**src/rtl/cbh_cfg.svh**
```systemverilog
/*
 Constants of the card bridge configuration header slice: offsets, field
 positions, fixed read values and reset values.
 Assumes inclusion by bare name from the package and the design file.
*/
`ifndef CBH_CFG_SVH
`define CBH_CFG_SVH

// ----------------------------------------------------------------
// Byte offsets inside configuration space
// ----------------------------------------------------------------
`define CBH_OFF_CLS 8'h0C
`define CBH_OFF_LAT 8'h0D
`define CBH_OFF_HDR 8'h0E
`define CBH_OFF_SELF_TEST_CONTROL 8'h0F
`define CBH_OFF_BAR 8'h10
`define CBH_OFF_CAP 8'h14
`define CBH_OFF_SEC 8'h16
`define CBH_OFF_PM_ID 8'hA0
`define CBH_OFF_PM_CSR 8'hA4
`define CBH_EXT_FIRST 8'h80

// ----------------------------------------------------------------
// Fixed read values and reset values
// ----------------------------------------------------------------
`define CBH_CLS_RESET 8'h00
`define CBH_LAT_RESET 8'h00
`define CBH_HDR_VALUE 8'h82
`define CBH_SELF_TEST_CONTROL_VALUE 8'h00
`define CBH_BAR_RESET 20'h00000
`define CBH_BAR_LOW_ZERO 12'h000
`define CBH_CAP_VALUE 8'hA0
`define CBH_SEC_RESET 16'h0200
`define CBH_SEC_TIMING 2'h1
`define CBH_PM_CAP_ID 8'h01
`define CBH_PM_NEXT 8'h00
`define CBH_PM_CAPS 16'h0002
`define CBH_PM_STATE_RESET 2'h0

// ----------------------------------------------------------------
// Window decode: legacy register set starts at offset 800h
// ----------------------------------------------------------------
`define CBH_WIN_LEGACY_BIT 11

`endif

```
**src/rtl/cbh_pkg.sv**
```systemverilog
/*
 Types shared by the card bridge configuration header slice.
 Assumes cbh_cfg.svh is on the include path.
*/
`include "cbh_cfg.svh"

package cbh_pkg;

   // Latency timer sequencing for the initiator side
   typedef enum logic [1:0] {CBH_LT_IDLE, CBH_LT_RUN, CBH_LT_EXPIRED} cbh_lt_state_e;

   // Clearable card side flags, packed as {b15,b14,b13,b12,b11,b8}
   typedef logic [5:0] cbh_flags_t;

endpackage

```
**src/rtl/cbh_config_header.sv**
```systemverilog
/*
 Card bridge configuration header slice for two socket functions: cache
 line size, latency timer and its initiator expiry, header type, self test,
 socket window base with its 4 KB decode, capability pointer, power
 management block and the card side status register.
 Assumes configuration and memory requests arrive synchronous to ref_clk,
 one per cycle at most, and that event inputs are one-cycle pulses.
*/
`timescale 1ns/1ns
`default_nettype none
`include "cbh_cfg.svh"

// Summary of operation
// - Cache line size: 8-bit RW, resets zero
// - Latency timer RW; restarts at frame start
// - Expired timer ends transfer once grant drops
// - Header type always reads 82h
// - 00h-7Fh standard header, 80h-FFh extension
// - Self test register reads zero
// - Base bits 31-12 writable, 11-0 zero
// - All-ones write reads back FFFFF000h
// - Window: socket regs 000h, legacy 800h
// - Each function keeps its own base
// - Capability pointer reads A0h per function
// - Power management block at A0h, A4h
// - Writing one clears flag, zero keeps
// - Per-function status, reset 0200h, clearable bits
// - Card parity error sets bit 15
// - Abort events set bits 13, 12, 11
// - Select timing field fixed medium
module cbh_config_header
   import cbh_pkg::*;
#(
   parameter int NUM_FUNC = 2
) (
   input wire logic ref_clk,
   input wire logic rst,
   input wire logic cfg_req,
   input wire logic cfg_write,
   input wire logic cfg_func,
   input wire logic [5:0] cfg_dword,
   input wire logic [3:0] cfg_be,
   input wire logic [31:0] cfg_wdata,
   output logic cfg_ack,
   output logic [31:0] cfg_rdata,
   input wire logic init_frame_start,
   input wire logic init_func,
   input wire logic init_active,
   input wire logic gnt_n,
   output logic init_stop,
   output logic lat_expired,
   input wire logic mem_req,
   input wire logic [31:0] mem_addr,
   input wire logic [NUM_FUNC-1:0] mem_space_en,
   output logic mem_hit,
   output logic mem_func,
   output logic mem_legacy,
   output logic [10:0] mem_offset,
   input wire logic [NUM_FUNC-1:0] card_parity_detected,
   input wire logic [NUM_FUNC-1:0] card_serr_seen,
   input wire logic [NUM_FUNC-1:0] card_master_abort_received,
   input wire logic [NUM_FUNC-1:0] card_target_abort_received,
   input wire logic [NUM_FUNC-1:0] card_target_abort_signaled,
   input wire logic [NUM_FUNC-1:0] card_data_parity
);

   // ----------------------------------------------------------------
   // Storage
   // ----------------------------------------------------------------
   logic [7:0] cls_ff [NUM_FUNC];
   logic [7:0] lat_ff [NUM_FUNC];
   logic [19:0] bar_ff [NUM_FUNC];
   cbh_flags_t flags_ff [NUM_FUNC];
   logic [1:0] pm_state_ff [NUM_FUNC];
   logic cfg_ack_ff;
   logic [31:0] cfg_rdata_ff;
   logic [31:0] nxt_rdata;
   cbh_lt_state_e lt_state_ff;
   cbh_lt_state_e nxt_lt_state;
   logic [7:0] lat_cnt_ff;
   logic lt_func_ff;
   logic init_stop_ff;
   logic lat_expired_ff;
   logic mem_hit_ff;
   logic mem_func_ff;
   logic mem_legacy_ff;
   logic [10:0] mem_offset_ff;

   // ----------------------------------------------------------------
   // Configuration address decode
   // ----------------------------------------------------------------
   // Byte address of the selected doubleword and its per-register hits
   wire [7:0] cfg_off = {cfg_dword, 2'b00};
   wire wr = cfg_req && cfg_write;
   wire rd_sel_misc = (cfg_off == `CBH_OFF_CLS);
   wire sel_bar = (cfg_off == `CBH_OFF_BAR);
   wire sel_cap = (cfg_off == `CBH_OFF_CAP);
   wire sel_pm_id = (cfg_off == `CBH_OFF_PM_ID);
   wire sel_pm_csr = (cfg_off == `CBH_OFF_PM_CSR);
   wire in_ext = (cfg_off >= `CBH_EXT_FIRST);
   // Status word sits in the upper half of the capability doubleword
   wire wr_sec = wr && sel_cap && cfg_be[3];

   // Read value of the card side status of the addressed function
   function automatic logic [15:0] sec_word(input cbh_flags_t f);
      sec_word = {f[5:1], `CBH_SEC_TIMING, f[0], 8'h00};
   endfunction

   // Read multiplexer, decoded on the byte offset
   always_comb begin
      nxt_rdata = 32'h00000000;
      if (rd_sel_misc) begin
         nxt_rdata = {`CBH_SELF_TEST_CONTROL_VALUE, `CBH_HDR_VALUE, lat_ff[cfg_func],
                      cls_ff[cfg_func]};
      end else if (sel_bar) begin
         nxt_rdata = {bar_ff[cfg_func], `CBH_BAR_LOW_ZERO};
      end else if (sel_cap) begin
         nxt_rdata = {sec_word(flags_ff[cfg_func]), 8'h00, `CBH_CAP_VALUE};
      end else if (sel_pm_id) begin
         nxt_rdata = {`CBH_PM_CAPS, `CBH_PM_NEXT, `CBH_PM_CAP_ID};
      end else if (sel_pm_csr) begin
         nxt_rdata = {30'h00000000, pm_state_ff[cfg_func]};
      end else if (in_ext) begin
         nxt_rdata = 32'h00000000;
      end
   end

   // Answer one cycle after each request, writes included
   always_ff @(posedge ref_clk or posedge rst) begin
      if (rst) begin
         cfg_ack_ff <= 1'b0;
         cfg_rdata_ff <= 32'h00000000;
      end else begin
         cfg_ack_ff <= cfg_req;
         cfg_rdata_ff <= (cfg_req && !cfg_write) ? nxt_rdata : 32'h00000000;
      end
   end

   // ----------------------------------------------------------------
   // Per-function writable registers
   // ----------------------------------------------------------------
   // Header type, self test and pointers have no storage, so writes vanish
   genvar g;
   generate
      for (g = 0; g < NUM_FUNC; g++) begin : g_func
         wire hit = wr && (cfg_func == 1'(g));
         wire cbh_flags_t set_v = {card_parity_detected[g], card_serr_seen[g],
                                   card_master_abort_received[g],
                                   card_target_abort_received[g],
                                   card_target_abort_signaled[g],
                                   card_data_parity[g]};
         wire cbh_flags_t clr_v = (hit && wr_sec) ?
                                  {cfg_wdata[31:27], cfg_wdata[24]} : 6'h00;

         // Cache line size, latency value, base and power state
         always_ff @(posedge ref_clk or posedge rst) begin
            if (rst) begin
               cls_ff[g] <= `CBH_CLS_RESET;
               lat_ff[g] <= `CBH_LAT_RESET;
               bar_ff[g] <= `CBH_BAR_RESET;
               pm_state_ff[g] <= `CBH_PM_STATE_RESET;
            end else if (hit) begin
               if (rd_sel_misc && cfg_be[0]) cls_ff[g] <= cfg_wdata[7:0];
               if (rd_sel_misc && cfg_be[1]) lat_ff[g] <= cfg_wdata[15:8];
               if (sel_bar && cfg_be[3]) bar_ff[g][19:12] <= cfg_wdata[31:24];
               if (sel_bar && cfg_be[2]) bar_ff[g][11:4] <= cfg_wdata[23:16];
               if (sel_bar && cfg_be[1]) bar_ff[g][3:0] <= cfg_wdata[15:12];
               if (sel_pm_csr && cfg_be[0]) pm_state_ff[g] <= cfg_wdata[1:0];
            end
         end

         // Sticky flags: a new event wins over a clear in the same cycle
         always_ff @(posedge ref_clk or posedge rst) begin
            if (rst) begin
               flags_ff[g] <= cbh_flags_t'(6'h00);
            end else begin
               flags_ff[g] <= (flags_ff[g] & ~clr_v) | set_v;
            end
         end
      end
   endgenerate

   // ----------------------------------------------------------------
   // Latency timer
   // ----------------------------------------------------------------
   wire [7:0] lat_limit = lat_ff[lt_func_ff];
   wire lat_reached = (lat_cnt_ff >= lat_limit);

   // Sequencing of one initiator transaction
   always_comb begin
      nxt_lt_state = lt_state_ff;
      case (lt_state_ff)
         CBH_LT_IDLE: begin
            if (init_frame_start) nxt_lt_state = CBH_LT_RUN;
         end
         CBH_LT_RUN: begin
            if (init_frame_start) nxt_lt_state = CBH_LT_RUN;
            else if (!init_active) nxt_lt_state = CBH_LT_IDLE;
            else if (lat_reached) nxt_lt_state = CBH_LT_EXPIRED;
         end
         CBH_LT_EXPIRED: begin
            if (init_frame_start) nxt_lt_state = CBH_LT_RUN;
            else if (!init_active) nxt_lt_state = CBH_LT_IDLE;
         end
         default: nxt_lt_state = CBH_LT_IDLE;
      endcase
   end

   // Counter restarts from zero on every frame start
   always_ff @(posedge ref_clk or posedge rst) begin
      if (rst) begin
         lt_state_ff <= CBH_LT_IDLE;
         lat_cnt_ff <= 8'h00;
         lt_func_ff <= 1'b0;
      end else begin
         lt_state_ff <= nxt_lt_state;
         if (init_frame_start) begin
            lat_cnt_ff <= 8'h00;
            lt_func_ff <= init_func;
         end else if (lt_state_ff == CBH_LT_RUN && !lat_reached) begin
            lat_cnt_ff <= lat_cnt_ff + 8'h01;
         end
      end
   end

   // Stop request once expired and grant has been taken away
   always_ff @(posedge ref_clk or posedge rst) begin
      if (rst) begin
         init_stop_ff <= 1'b0;
         lat_expired_ff <= 1'b0;
      end else begin
         init_stop_ff <= (lt_state_ff == CBH_LT_EXPIRED) && init_active && gnt_n
                         && !init_frame_start;
         lat_expired_ff <= (nxt_lt_state == CBH_LT_EXPIRED);
      end
   end

   // ----------------------------------------------------------------
   // Socket window decode
   // ----------------------------------------------------------------
   wire hit0 = mem_space_en[0] && (mem_addr[31:12] == bar_ff[0]);
   wire hit1 = mem_space_en[1] && (mem_addr[31:12] == bar_ff[1]);

   // Function 0 has priority should both windows overlap
   always_ff @(posedge ref_clk or posedge rst) begin
      if (rst) begin
         mem_hit_ff <= 1'b0;
         mem_func_ff <= 1'b0;
         mem_legacy_ff <= 1'b0;
         mem_offset_ff <= 11'h000;
      end else begin
         mem_hit_ff <= mem_req && (hit0 || hit1);
         mem_func_ff <= mem_req && !hit0 && hit1;
         mem_legacy_ff <= mem_req && mem_addr[`CBH_WIN_LEGACY_BIT];
         mem_offset_ff <= mem_req ? mem_addr[10:0] : 11'h000;
      end
   end

   // Ports straight from flip-flops
   assign cfg_ack = cfg_ack_ff;
   assign cfg_rdata = cfg_rdata_ff;
   assign init_stop = init_stop_ff;
   assign lat_expired = lat_expired_ff;
   assign mem_hit = mem_hit_ff;
   assign mem_func = mem_func_ff;
   assign mem_legacy = mem_legacy_ff;
   assign mem_offset = mem_offset_ff;
endmodule
`default_nettype wire

```
**config.mk**
```make
export PLATFORM = sky130hd
export DESIGN_NAME = cbh_config_header
export DESIGN_NICKNAME = d
export VERILOG_FILES = /design/src/rtl/cbh_pkg.sv /design/src/rtl/cbh_config_header.sv
export VERILOG_INCLUDE_DIRS = /design/src /design/src/rtl
export SDC_FILE = /design/constraint.sdc
export NUM_CORES = 1
export LEC_CHECK = 0
export ABC_AREA = 1
export CAP_MARGIN = 20
export CORE_MARGIN = 2
export CORE_UTILIZATION = 45
export CTS_BUF_LIST = sky130_fd_sc_hd__clkbuf_16
export DETAILED_ROUTE_END_ITERATION = 8
export DONT_BUFFER_PORTS = 1
export GPL_ROUTABILITY_DRIVEN = 0
export SETUP_SLACK_MARGIN = 0.05
export SLEW_MARGIN = 25
export SYNTH_ARGS = -nofsm -noshare
export SYNTH_HDL_FRONTEND = slang
export SYNTH_SLANG_ARGS = --single-unit
```
**constraint.sdc**
```tcl
create_clock -name ref_clk -period 12.8 [get_ports ref_clk]
set_input_delay 1.92 -clock ref_clk [delete_from_list [all_inputs] [get_ports ref_clk]]
set_output_delay 1.92 -clock ref_clk [all_outputs]
set_load 0.02 [all_outputs]
```
# Word level (Yosys, flattened, before mapping)

Cells that the tools add are included.

Word-level logic and storage cells: 127
Output and inout bits: 49
Input bits: 98
Flip-flop bits (word level): 148

Bitwise gates (word level): 9
Reduce and logical (&&, ||, !) cells: 43
Mux-type cells: 36
Add/sub/neg operators: 1
Equal/unequal tests: 10
Order comparisons: 3

Operators with widths:

| kind                                                             | count |
|---|---|
| 32-bit 2-to-1 mux                                                | 4 |
| 8-bit 2-to-1 mux                                                 | 11 |
| 20-bit 2-to-1 mux                                                | 3 |
| 20-bit == test                                                   | 2 |
| 6-bit 2-to-1 mux                                                 | 5 |
| 1-bit logical AND                                                | 24 |
| 2-bit AND reduction                                              | 12 |
| 2-bit 2-to-1 mux                                                 | 10 |
| 18-bit 2-to-1 mux                                                | 1 |
| 6-bit AND                                                        | 2 |
| 6-bit by 3-bit == test with 1-bit output (second input constant) | 2 |
| 6-bit == test (second input constant)                            | 2 |
| 6-bit inverter                                                   | 2 |
| 6-bit bitwise OR                                                 | 2 |
| 11-bit 2-to-1 mux                                                | 1 |
| 8-bit by 1-bit adder with 8-bit output (second input constant)   | 1 |
| 8-bit greater-or-equal comparator                                | 1 |
| 6-bit by 2-bit == test with 1-bit output (second input constant) | 1 |
| 2-bit one-hot mux with 3 select lines                            | 1 |
| 2-bit == test (second input constant)                            | 2 |
| 2-bit greater-or-equal comparator (second input constant)        | 2 |
| 1-bit zero test                                                  | 4 |
| 1-bit inverter with 2-bit output                                 | 2 |
| 2-bit by 1-bit == test with 1-bit output (second input constant) | 1 |
| other kinds (4)                                                  | 4 |

# Longest topological paths before layout

Gate-level depths: netlist of run 1.

Word-level depth: 10
Mapped depth: 15

# Worst setup path before layout of run 1

No wires, ideal clock.

Kind: input -> register
From: in cfg_dword[5]
To: reg bar_ff[12] in the netlist's numbering
Library setup time: 0.120 ns
Data arrival time: 2.843 ns
Setup slack: 9.838 ns
Stages: 9
Buffers on the path: 1
Cell sequence: nor2_2 -> nand2_2 -> nor2_4 -> inv_4 -> nor2_8 -> nand2_4 -> buf_6 -> nand2_1 -> o21ai_2

Longest elaborated chain between the ends: 3

RTL lines:

| element                                            | RTL line                 | text |
|---|---|---|
| start: declaration                                 | cbh_config_header.sv:41  | `input wire logic [5:0] cfg_dword,` |
| 6-bit by 3-bit == test with 1-bit output (no line) | -                        |  |
| 1-bit logical AND                                  | cbh_config_header.sv:165 | `if (sel_bar && cfg_be[3]) bar_ff[g][19:12] <= cfg_wdata[31:24];` |
| 2-bit AND reduction (no line)                      | -                        |  |
| end signal: indexed assignment                     | cbh_config_header.sv:165 |  |
| end signal: indexed assignment                     | cbh_config_header.sv:166 | `if (sel_bar && cfg_be[2]) bar_ff[g][11:4] <= cfg_wdata[23:16];` |
| end signal: indexed assignment                     | cbh_config_header.sv:167 | `if (sel_bar && cfg_be[1]) bar_ff[g][3:0] <= cfg_wdata[15:12];` |
| end: declaration                                   | cbh_config_header.sv:72  | `logic [19:0] bar_ff [NUM_FUNC];` |

No other way between the ends.
A chain may end at the register's enable or synchronous reset.

# Worst setup path after layout of run 1

From: in cfg_dword[5]
To: reg cfg_rdata_ff[18], in the netlist cfg_rdata[18]

Longest elaborated chain between the ends: 4

RTL lines:

| element                                            | RTL line                 | text |
|---|---|---|
| 6-bit by 3-bit == test with 1-bit output (no line) | -                        |  |
| 32-bit 2-to-1 mux                                  | cbh_config_header.sv:115 | `end else if (sel_bar) begin` |
| 32-bit 2-to-1 mux *                                | cbh_config_header.sv:112 | `if (rd_sel_misc) begin` |
| 32-bit 2-to-1 mux *                                | cbh_config_header.sv:135 | `cfg_rdata_ff <= (cfg_req && !cfg_write) ? nxt_rdata : 32'h00000000;` |
| end signal: assignment                             | cbh_config_header.sv:135 |  |
| end: declaration                                   | cbh_config_header.sv:76  | `logic [31:0] cfg_rdata_ff;` |

Every way passes the cells marked *; elsewhere a longest branch is shown, timed or not.

==> results.py, run 1 <==
metrics = {
    "sta": {
        "holdWs_ns": 0.482,
        "maxSlewHeadroom": 0.529,
        "period_minus_slack_ns": 2.90,
        "maxSlewViolCount": 0,
        "rsz0062_at_grt": "false",
        "setup-tns-final_ns": 0,
        "timing.final.hold_violations": 0,
        "post-route-period-util": 0.227,
        "setup-violations-final": 0,
        "worstMarginPinSlew_ns": 0.707,
        "fin_worst_skew_ns": 0.0163,
        "fmax_ghz": 0.345,
    },
    "global_routing": {
        "grt_most_used_layer": "met2",
        "met1_usage": 0.281,
        "groute.layer.met2.usage": 0.328,
        "grt_remaining_overflow": 0,
        "antenna_found_initial": 0,
        "grt_pass1_wl_um": 27100,
        "largest_net_degree_at_the_start_of_global_routing": 79,
        "global_route.usage.met3": 0.0692,
        "gr-usage-all-layers": 0.210,
        "grt_pass1_vias": 5096,
    },
    "clocking": {
        "cts_buffer_count": 17,
        "clockBufferDepth": 2,
        "worst_skew_pair.late_latency_ns": 0.43,
        "clk_pin_slew_ns": 0.06,
        "tritoncts": "done",
        "post_cts_hold_buffer_count": 0,
        "clock-root-buffer": "sky130_fd_sc_hd__clkbuf_16",
        "postCtsSetupBuffers": 0,
        "cts_sinks": 148,
        "ctsResizeCount": 0,
        "cts.htree.levels": 4,
    },
    "place": {
        "io_buffers": 0,
        "detailed_place_hpwl_um": 12600,
    },
    "power_and_ir_drop": {
        "clock_power_share": 0.416,
        "power_frac_seq": 0.497,
        "peakVddDrop_v": 0.0000953,
        "power.density_mw_per_mm2": 127,
        "p_int_w": 0.000748,
        "leakage_nw": 3.91,
        "power.switching_fraction": 0.255,
        "p_comb_frac": 0.087,
        "p_sw_w": 0.000256,
    },
    "layout": {
        "layout.core_utilization": 0.498,
        "syn2layout_area_growth_pct": 8.68,
        "antenna_cells_inserted": 0,
        "fill_cells": 1565,
        "share_of_post_route_cells_with_drive_strength_above_1": 0.0908,
        "design.final.nets": 966,
    },
    "yosys": {
        "synth_top_area_cell": "sky130_fd_sc_hd__dfrtp_1",
        "yosys_warnings": 0,
        "synth_area_per_inst_sq_um": 8.42,
        "synthesis.area_sq_mm": 0.00725,
        "post_synth_inst_count": 861,
        "postSynth.topFlopCell": "sky130_fd_sc_hd__dfrtp_1",
        "synth-seq-cells": 148,
        "yosysSeqAreaShare": 0.511,
        "synth.distinct_cells": 39,
        "syn-num-nets": 968,
        "post_synth_main_area_contributors": "sky130_fd_sc_hd__dfrtp_1 51%, sky130_fd_sc_hd__nand2_1 13%, sky130_fd_sc_hd__inv_1 6.2%, sky130_fd_sc_hd__o21ai_0 5.1%, sky130_fd_sc_hd__o21ai_2 3.9%",
        "asyncSetResetFlopFracSynth": 1.00,
        "synth-edff-count": 0,
        "synthMostInstantiatedCell": "sky130_fd_sc_hd__nand2_1",
        "post-synth-top-area-fraction": 0.511,
        "most_used_standard_cells_in_the_synthesized_netlist": "250 x sky130_fd_sc_hd__nand2_1, 148 x sky130_fd_sc_hd__dfrtp_1, 119 x sky130_fd_sc_hd__inv_1, 74 x sky130_fd_sc_hd__o21ai_0, 67 x sky130_fd_sc_hd__nor2_1",
    },
    "status": {
        "status": "finished, final reports clean",
    },
    "run": {
        "drv_cap": 0,
    },
    "critical_path": {
        "critPathCaptureType": "flip-flop",
        "critical_path.top_delay_family": "simple AND/OR/NAND/NOR gates",
        "worstSetupStartpointType": "primary input",
        "crit_path_top_delay_cell": "sky130_fd_sc_hd__a211oi_1",
        "timing.critical_path.fanout_max": 8,
        "critPathBufInv": 2,
        "cp_data_arrival_time_ns": 3.20,
        "timing.setup.critical_path_class": "in -> reg",
        "cpMostUsedCell": "sky130_fd_sc_hd__nor2_4",
        "setup.reg_to_reg.worst_slack_ns": 10.30,
        "path_cells": "nor2_2 > nand2_2 > nor2_4 > inv_4 > nor2_4 > inv_1 > a211oi_1",
        "critPathRequiredTime_ns": 13.10,
        "critPathMaxStageDelay_ns": 0.31,
    },
    "die": {
        "die_area_sq_mm": 0.0171,
        "die-width_um": 131,
        "floorplan.io_pins": 147,
        "floorplan.die.height_um": 131,
        "effective_utilization_at_floorplan": 0.458,
        "fp.coreArea_sq_mm": 0.0158,
        "std_cell_rows": 46,
    },
    "route": {
        "routed_via_density": 4.98,
        "drt-pass1-iter-count": 5,
        "wire_per_inst_um": 15.8,
        "ant_nets": 0,
        "drc_errors": 0,
        "drt_wl_total_um": 17200,
        "drt-initial-drc-count": 309,
        "routed-via-count": 5405,
    },
    "min_path": {
        "hp-class": "reg -> reg",
    },
}
tightest hold or removal path: cells and delay by family, from the launching register on:
kind | cells | cell delay (ns)
flops | 1 | 0.34
simple gates | 1 | 0.05
compound gates | 1 | 0.06
logic make-up (layout without fill, tap and decap cells):
kind of cell             after synthesis  in the layout  share of synthesized area
AO/OA/AOI/OAI                        172            172                      0.145
flip-flops                           148            148                      0.511
buffers and inverters                145            154                     0.0832
multiplexers                           5              5                    0.00691
XOR/XNOR                              17             17                     0.0205
AND/OR/NAND/NOR                      365            365                      0.218
adder cells (fa/ha/maj)                9              9                     0.0155
state kept, by name, indices dropped and copies added, names as in the netlist:
| name | count |
|---|---|
| bar_ff | 40 |
| mem_legacy | 1 |
| flags_ff | 12 |
| lt_func_ff | 1 |
| mem_hit | 1 |
| cfg_ack | 1 |
| cfg_rdata | 32 |
| cls_ff | 16 |
| lat_cnt_ff | 8 |
| mem_func | 1 |
| pm_state_ff | 4 |
| lt_state_ff | 2 |
| lat_expired | 1 |
| mem_offset | 11 |
| init_stop | 1 |
| lat_ff | 16 |
layout by cell type, fill, tap and decap left out, types with 7 or more instances in the layout:
master	count
sky130_fd_sc_hd__clkbuf_16	17
sky130_fd_sc_hd__a211oi_1	10
sky130_fd_sc_hd__a21oi_1	17
sky130_fd_sc_hd__o21ai_1	20
sky130_fd_sc_hd__inv_1	121
sky130_fd_sc_hd__nor2_1	67
sky130_fd_sc_hd__xor2_1	8
sky130_fd_sc_hd__o21ai_0	74
sky130_fd_sc_hd__xnor2_1	9
sky130_fd_sc_hd__nand3_1	19
sky130_fd_sc_hd__o21ai_2	32
sky130_fd_sc_hd__dfrtp_1	148
sky130_fd_sc_hd__clkinv_1	7
sky130_fd_sc_hd__ha_1	9
sky130_fd_sc_hd__nand2_1	250
layout make-up:
class	count	area [sq um]	share of cell area
clock buffers	17	425	0.0540
clock inverters	13	55.1	0.00699
inverters	123	470	0.0597
multi-input cells	568	2940	0.373
flip-flops and latches	148	3700	0.470
well taps	216	270	0.0343
repair buffers	1	11.3	0.00143
through the flow:
step	instance area [sq um]	std cells	worst slack, ns	total power (W)
finish	7880	1086	9.90	0.00100
floorplan	7250	861	6.90	0.000577
global placement	7390	1056	9.36	0.000594
global route	7880	1086	9.77	0.00105
detailed placement	7390	1056	9.36	0.000596
CTS	7870	1086	9.82	0.00101
power by group through the flow:
stage / Clock [W] / Combinational [W] / Sequential (W)
finish: 0.000418 / 0.0000873 / 0.000498
global route: 0.000447 / 0.000103 / 0.000501
CTS: 0.000427 / 0.0000892 / 0.000498
detailed placement: 0 / 0.0000890 / 0.000507
global placement: 0 / 0.0000876 / 0.000506
floorplan: 0 / 0.0000745 / 0.000502
final timing paths:
check | startpoint | end | cells after the start
setup reg to reg | lt_func_ff$_DFFE_PP0P_ | lat_cnt_ff[3]$_DFFE_PP0P_ | 9
hold reg to reg | cls_ff[9]$_DFFE_PP0P_ | cls_ff[9]$_DFFE_PP0P_ | 2
max in group asynchronous | rst | bar_ff[19]$_DFFE_PP0P_ | 2
setup / recovery | cfg_dword[5] | cfg_rdata[18]$_DFF_PP0_ | 7
hold / removal | cls_ff[9]$_DFFE_PP0P_ | cls_ff[9]$_DFFE_PP0P_ | 2
min in group asynchronous | rst | mem_legacy$_DFF_PP0_ | 1
routing by layer:
layer,part of all wire,up-vias
li1,-,2732
met1,0.45,2507
met2,0.47,148
met3,0.068,18
met4,0.012,0
met5,0,-
(Power assumes the default switching activity.)
==> run 2, diff against run 1 <==
==> constraint.sdc (replaced) <==
create_clock -name ref_clk -period 2.6 [get_ports ref_clk]
set_input_delay 0.39 -clock ref_clk [delete_from_list [all_inputs] [get_ports ref_clk]]
set_output_delay 0.39 -clock ref_clk [all_outputs]
set_load 0.02 [all_outputs]
==> run 2 against run 1 <==
Core utilization rose by 1.2 points. Largest power group is now the clock network. Die area did not move. Sequential cell count did not move. Global-route usage rose by 0.40 points. Final area rose by 2.4%. Clock skew fell by 0.0016 ns. Routed wire length rose by 1.7%. Sequential power rose to 4.9 times the previous value. Total power rose to 5.4 times the previous value. Worst hold slack got worse by 0.42 ns. Via count rose by 1.1%. Final cell count rose by 0.74%. Largest cell class unchanged.
==> results.py, run 2 (synthesized netlist as in run 1, its figures left out) <==
metrics = {
    "critical_path": {
        "cp_data_arrival_time_ns": 2.48,
        "worst-r2r-cell-count": 10,
        "timing.setup.critical_path_class": "reg -> reg",
        "cpMostUsedCell": "sky130_fd_sc_hd__nand2_1",
        "timing.critical_path.fanout_max": 9,
        "worstSetupStartpointType": "flip-flop",
        "path_cells": "inv_1 > nand2_1 > o21ai_0 > ha_1 > a21o_1 > nor2_1 > nand4_2 > nand2_1 > nand2_1 > nand2_1",
        "critPathMaxStageDelay_ns": 0.51,
        "critPathCaptureType": "flip-flop",
        "crit_path_top_delay_cell": "sky130_fd_sc_hd__dfrtp_1",
        "critPathRequiredTime_ns": 2.95,
    },
    "sta": {
        "post-route-period-util": 0.819,
        "finalWorstSetupSlack_ns": 0.472,
        "maxSlewHeadroom": 0.517,
        "worstMarginPinSlew_ns": 0.722,
        "timing.final.hold_violations": 0,
        "setup-violations-final": 0,
        "maxSlewViolCount": 0,
        "setup-tns-final_ns": 0,
        "holdWs_ns": 0.0634,
        "period_minus_slack_ns": 2.13,
        "rsz0062_at_grt": "false",
        "fmax_ghz": 0.470,
        "fin_worst_skew_ns": 0.0147,
    },
    "clocking": {
        "worst_skew_pair.late_latency_ns": 0.42,
        "cts.htree.levels": 4,
        "clockBufferDepth": 2,
        "clock-root-buffer": "sky130_fd_sc_hd__clkbuf_16",
        "postCtsSetupBuffers": 0,
        "tritoncts": "done",
        "cts_sinks": 148,
        "ctsResizeCount": 0,
        "cts_buffer_count": 17,
        "clk_pin_slew_ns": 0.06,
    },
    "route": {
        "drt-pass1-iter-count": 5,
        "ant_nets": 0,
        "drt_wl_total_um": 17500,
        "drt-initial-drc-count": 416,
        "routed_via_density": 4.99,
        "wire_per_inst_um": 16.0,
        "drc_errors": 0,
        "routed-via-count": 5464,
    },
    "global_routing": {
        "gr-usage-all-layers": 0.214,
        "largest_net_degree_at_the_start_of_global_routing": 65,
        "grt_remaining_overflow": 0,
        "grt_pass1_wl_um": 27600,
        "grt_pass1_vias": 5236,
        "antenna_found_initial": 0,
    },
    "power_and_ir_drop": {
        "p_sw_w": 0.00132,
        "power_frac_seq": 0.452,
        "power.switching_fraction": 0.243,
        "p_int_w": 0.00411,
        "power.density_mw_per_mm2": 674,
        "leakage_nw": 3.99,
        "clock_power_share": 0.463,
        "peakVddDrop_v": 0.000484,
        "p_comb_frac": 0.085,
    },
    "layout": {
        "design.final.nets": 972,
        "share_of_post_route_cells_with_drive_strength_above_1": 0.0991,
        "layout.core_utilization": 0.510,
        "largest_reg_flops": 40,
        "final_cell_mix": "250 x sky130_fd_sc_hd__nand2_1, 148 x sky130_fd_sc_hd__dfrtp_1, 121 x sky130_fd_sc_hd__inv_1",
        "syn2layout_area_growth_pct": 11.3,
        "layout_commonest_cell": "sky130_fd_sc_hd__nand2_1",
        "registers.top_by_ff_count": "bar_ff",
        "antenna_cells_inserted": 0,
    },
    "place": {
        "detailed_place_hpwl_um": 12800,
        "io_buffers": 0,
        "placement.setup.worst_slack_ns": 0.489,
    },
    "die": {
        "effective_utilization_at_floorplan": 0.458,
        "die-width_um": 131,
        "floorplan.die.height_um": 131,
        "fp.coreArea_sq_mm": 0.0158,
        "floorplan.io_pins": 147,
        "std_cell_rows": 46,
        "die_area_sq_mm": 0.0171,
    },
    "status": {
        "status": "finished, final reports clean",
    },
    "min_path": {
        "min_path_cells": 2,
        "hp-class": "in -> reg",
    },
    "run": {
        "drv_cap": 0,
    },
}
==> run 2: area by class of cell <==
class,instances,area [sq um]
sequential,148,3700
timing repair buffer,7,82.6
clock inverter,15,173
clock buffer,17,425
multi-input combinational,568,2940
tap,216,270
fill,1538,7760
inverter,123,469
==> run 2: metrics by stage <==
stage | cell area [sq um] | std cells | power (W)
2_1_floorplan | 7250 | 861 | 0.00284
3_3_place_gp | 7450 | 1060 | 0.00295
3_5_place_dp | 7450 | 1060 | 0.00296
4_1_cts | 8070 | 1094 | 0.00549
5_1_grt | 8070 | 1094 | 0.00568
6_report | 8070 | 1094 | 0.00543
==> run 2: worst max-delay path: cells and delay by family (launching register included) <==
kind,cells,cell delay (ns)
AND/OR/NAND/NOR,6,0.83
flip-flops,1,0.51
adder cells (fa/ha/maj),1,0.30
AO/OA/AOI/OAI,2,0.26
buffers and inverters,1,0.17
==> run 2: power by group through the flow <==
| stage | Sequential, W | Combinational, W | Clock [W] |
|---|---|---|---|
| after floorplan | 0.00247 | 0.000367 | 0 |
| after detailed placement | 0.00250 | 0.000461 | 0 |
| after global placement | 0.00249 | 0.000454 | 0 |
| after CTS | 0.00245 | 0.000469 | 0.00257 |
| after global routing | 0.00246 | 0.000541 | 0.00267 |
| final | 0.00245 | 0.000460 | 0.00252 |
==> run 2: repair_timing <==
action                     4_1_cts  5_1_grt
setup endpoints to repair        0        0
hold buffers                     2        0
hold endpoints to repair        28        0
==> run 2: worst paths after layout <==
kind	endpoint	slack [ns]	from
setup / recovery	lat_cnt_ff[0]$_DFFE_PP0P_	0.47	lt_func_ff$_DFFE_PP0P_
hold / removal	flags_ff[7]$_DFF_PP0_	0.06	card_target_abort_signaled[0]
setup reg to reg	lat_cnt_ff[0]$_DFFE_PP0P_	0.47	lt_func_ff$_DFFE_PP0P_
hold reg to reg	bar_ff[39]$_DFFE_PP0P_	0.48	bar_ff[39]$_DFFE_PP0P_
max in group asynchronous	lat_ff[2]$_DFFE_PP0P_	1.28	rst
min in group asynchronous	lat_ff[8]$_DFFE_PP0P_	0.57	rst
==> run 2: routing by layer <==
metal  global-route usage  vias up  wire (um)
met4               0.0657        0        248
met2                0.333      166       7990
met5                    0        -          0
li1                     -     2744          -
met3               0.0611       16       1150
met1                0.290     2538       8100
==> run 3, diff against run 2 <==
==> constraint.sdc (replaced) <==
create_clock -name ref_clk -period 1.7 [get_ports ref_clk]
set_input_delay 0.255 -clock ref_clk [delete_from_list [all_inputs] [get_ports ref_clk]]
set_output_delay 0.255 -clock ref_clk [all_outputs]
set_load 0.02 [all_outputs]
==> run 3 against run 2 <==
The flow now finishes with violations (negative setup slack). Clock skew decreased by 0.0061 ns. Die area unchanged. Worst hold slack got worse by 0.047 ns. Critical path depth unchanged. Fmax increased by 15%. Register-to-register slack got worse by 0.62 ns. Sequential cell count unchanged. Total power increased by 59%. Largest cell class unchanged.
==> results.py, run 3 (synthesized netlist as in run 1, its figures left out) <==
metrics = {
    "place": {
        "detailed_place_hpwl_um": 12600,
        "io_buffers": 0,
        "placement.setup.worst_slack_ns": -0.229,
    },
    "critical_path": {
        "setup.reg_to_reg.worst_slack_ns": -0.15,
        "cpMostUsedCell": "sky130_fd_sc_hd__nand2_1",
        "path_cells": "buf_6 > mux2i_1 > ha_1 > nand2_1 > nor2_2 > nand2_2 > nand4_4 > nand2_4 > nand2_1 > nand2_1",
        "critPathCaptureType": "flip-flop",
        "critPathBufInv": 1,
        "timing.critical_path.fanout_max": 8,
        "worstSetupStartpointType": "flip-flop",
        "critical_path.top_delay_family": "simple AND/OR/NAND/NOR gates",
        "critPathMaxStageDelay_ns": 0.46,
        "critPathRequiredTime_ns": 2.02,
        "cp_data_arrival_time_ns": 2.17,
        "timing.setup.critical_path_class": "reg -> reg",
        "crit_path_top_delay_cell": "sky130_fd_sc_hd__dfrtp_2",
    },
    "power_and_ir_drop": {
        "p_comb_frac": 0.112,
        "p_sw_w": 0.00218,
        "power.switching_fraction": 0.252,
        "p_int_w": 0.00646,
        "clock_power_share": 0.456,
        "power_frac_seq": 0.432,
        "peakVddDrop_v": 0.000725,
        "leakage_nw": 4.25,
        "power.density_mw_per_mm2": 996,
    },
    "global_routing": {
        "grt_remaining_overflow": 0,
        "largest_net_degree_at_the_start_of_global_routing": 92,
        "grt_pass1_wl_um": 29000,
        "gr-usage-all-layers": 0.223,
        "antenna_found_initial": 0,
        "grt_pass1_vias": 5595,
    },
    "clocking": {
        "cts_buffer_count": 17,
        "tritoncts": "done",
        "clockBufferDepth": 2,
        "clock-root-buffer": "sky130_fd_sc_hd__clkbuf_16",
        "clk_pin_slew_ns": 0.06,
        "worst_skew_pair.late_latency_ns": 0.42,
        "cts.htree.levels": 4,
        "cts_sinks": 148,
    },
    "sta": {
        "setup-violations-final": 11,
        "finalWorstSetupSlack_ns": -0.149,
        "fmax_ghz": 0.541,
        "maxSlewViolCount": 0,
        "period_minus_slack_ns": 1.85,
        "timing.final.hold_violations": 0,
        "worstMarginPinSlew_ns": 0.785,
        "rsz0062_at_grt": "true",
        "fin_worst_skew_ns": 0.00860,
        "maxSlewHeadroom": 0.475,
        "post-route-period-util": 1.09,
    },
    "route": {
        "drt-pass1-iter-count": 4,
        "routed_via_density": 4.98,
        "ant_nets": 0,
        "drt-initial-drc-count": 353,
        "drt_wl_total_um": 18300,
        "drc_errors": 0,
        "wire_per_inst_um": 16.0,
        "routed-via-count": 5722,
    },
    "layout": {
        "design.final.nets": 1027,
        "final_cell_mix": "239 x sky130_fd_sc_hd__nand2_1, 147 x sky130_fd_sc_hd__dfrtp_1, 118 x sky130_fd_sc_hd__inv_1",
        "registers.top_by_ff_count": "bar_ff",
        "largest_reg_flops": 40,
        "syn2layout_area_growth_pct": 19.6,
        "share_of_post_route_cells_with_drive_strength_above_1": 0.134,
        "layout_commonest_cell": "sky130_fd_sc_hd__nand2_1",
        "layout.core_utilization": 0.548,
        "antenna_cells_inserted": 0,
    },
    "die": {
        "effective_utilization_at_floorplan": 0.458,
        "floorplan.io_pins": 147,
        "die_area_sq_mm": 0.0171,
        "floorplan.die.height_um": 131,
        "die-width_um": 131,
        "fp.coreArea_sq_mm": 0.0158,
        "std_cell_rows": 46,
    },
    "min_path": {
        "hp-class": "in -> reg",
    },
    "run": {
        "drv_cap": 0,
    },
    "status": {
        "status": "complete, but fails checks",
        "failing_checks": "negative setup slack",
    },
}
-- run 3: changes by cell type in the layout (fill, tap and decap cells not counted), moves of 3 or more --
cell	before	now
sky130_fd_sc_hd__nand2_1	250	239
sky130_fd_sc_hd__nand2_2	1	11
sky130_fd_sc_hd__buf_4	3	16
sky130_fd_sc_hd__o21ai_0	74	70
sky130_fd_sc_hd__dlygate4sd3_1	2	41
sky130_fd_sc_hd__inv_1	121	118
-- run 3: path summary, 6_finish.rpt --
check	from	to	cells past startpoint
max	lt_func_ff$_DFFE_PP0P_	lat_cnt_ff[0]$_DFFE_PP0P_	10
min	cfg_wdata[8]	lat_ff[8]$_DFFE_PP0P_	2
max reg2reg	lt_func_ff$_DFFE_PP0P_	lat_cnt_ff[0]$_DFFE_PP0P_	10
min reg2reg	bar_ff[27]$_DFFE_PP0P_	bar_ff[27]$_DFFE_PP0P_	2
max in group asynchronous	rst	bar_ff[31]$_DFFE_PP0P_	3
min in group asynchronous	rst	cfg_rdata[7]$_DFF_PP0_	3
-- run 3: worst register-to-register path: stages (launching register included) --
cell and delay [ns]:
sky130_fd_sc_hd__dfrtp_2 0.46, sky130_fd_sc_hd__buf_6 0.13, sky130_fd_sc_hd__mux2i_1 0.12, sky130_fd_sc_hd__ha_1 0.28
sky130_fd_sc_hd__nand2_1 0.06, sky130_fd_sc_hd__nor2_2 0.16, sky130_fd_sc_hd__nand2_2 0.11, sky130_fd_sc_hd__nand4_4 0.16
sky130_fd_sc_hd__nand2_4 0.12, sky130_fd_sc_hd__nand2_1 0.10, sky130_fd_sc_hd__nand2_1 0.05
-- run 3: per-stage QoR --
step	instance area (sq um)	setup TNS, ns	hold slack (ns)	cells	power, W
final	8670	-1.17	0.0160	1149	0.00864
after global routing	8670	-2.43	0.0155	1149	0.00900
after CTS	8650	-1.03	0.000671	1149	0.00870
after detailed placement	7570	-2.10	0.269	1072	0.00461
after global placement	7570	-1.45	0.274	1072	0.00460
after floorplan	7300	-61.57	0.286	861	0.00439
-- run 3: power groups by stage --
stage	Clock (W)	Sequential, W	Combinational [W]
finish	0.00394	0.00373	0.000965
global route	0.00415	0.00375	0.00110
CTS	0.00401	0.00373	0.000956
detailed placement	0	0.00380	0.000813
global placement	0	0.00379	0.000806
floorplan	0	0.00378	0.000608
-- run 3: repair_timing --
item | CTS | global route
endpoints found under the hold margin | 211 | 0
gates resized for setup | 11 | 6
setup endpoints to repair | 11 | 11
cloned | 1 | 0
pin swaps | 13 | 4
setup buffers | 3 | 0
hold buffers | 41 | 0
-- run 3: layer usage --
metal / wire, um / global-route usage / vias to the layer above
met1: 8260 / 0.290 / 2683
met3: 1150 / 0.0643 / 22
met4: 361 / 0.0726 / 0
met5: 0 / 0 / -
li1: - / - / 2854
met2: 8580 / 0.361 / 163
-- run 3: layout make-up --
cell class / instances / area (sq um)
Multi-Input combinational cell: 569 / 3020
Tap cell: 216 / 270
Sequential cell: 148 / 3700
Inverter: 123 / 472
Fill cell: 1432 / 7160
Clock inverter: 15 / 188
Timing Repair Buffer: 61 / 593
Clock buffer: 17 / 425
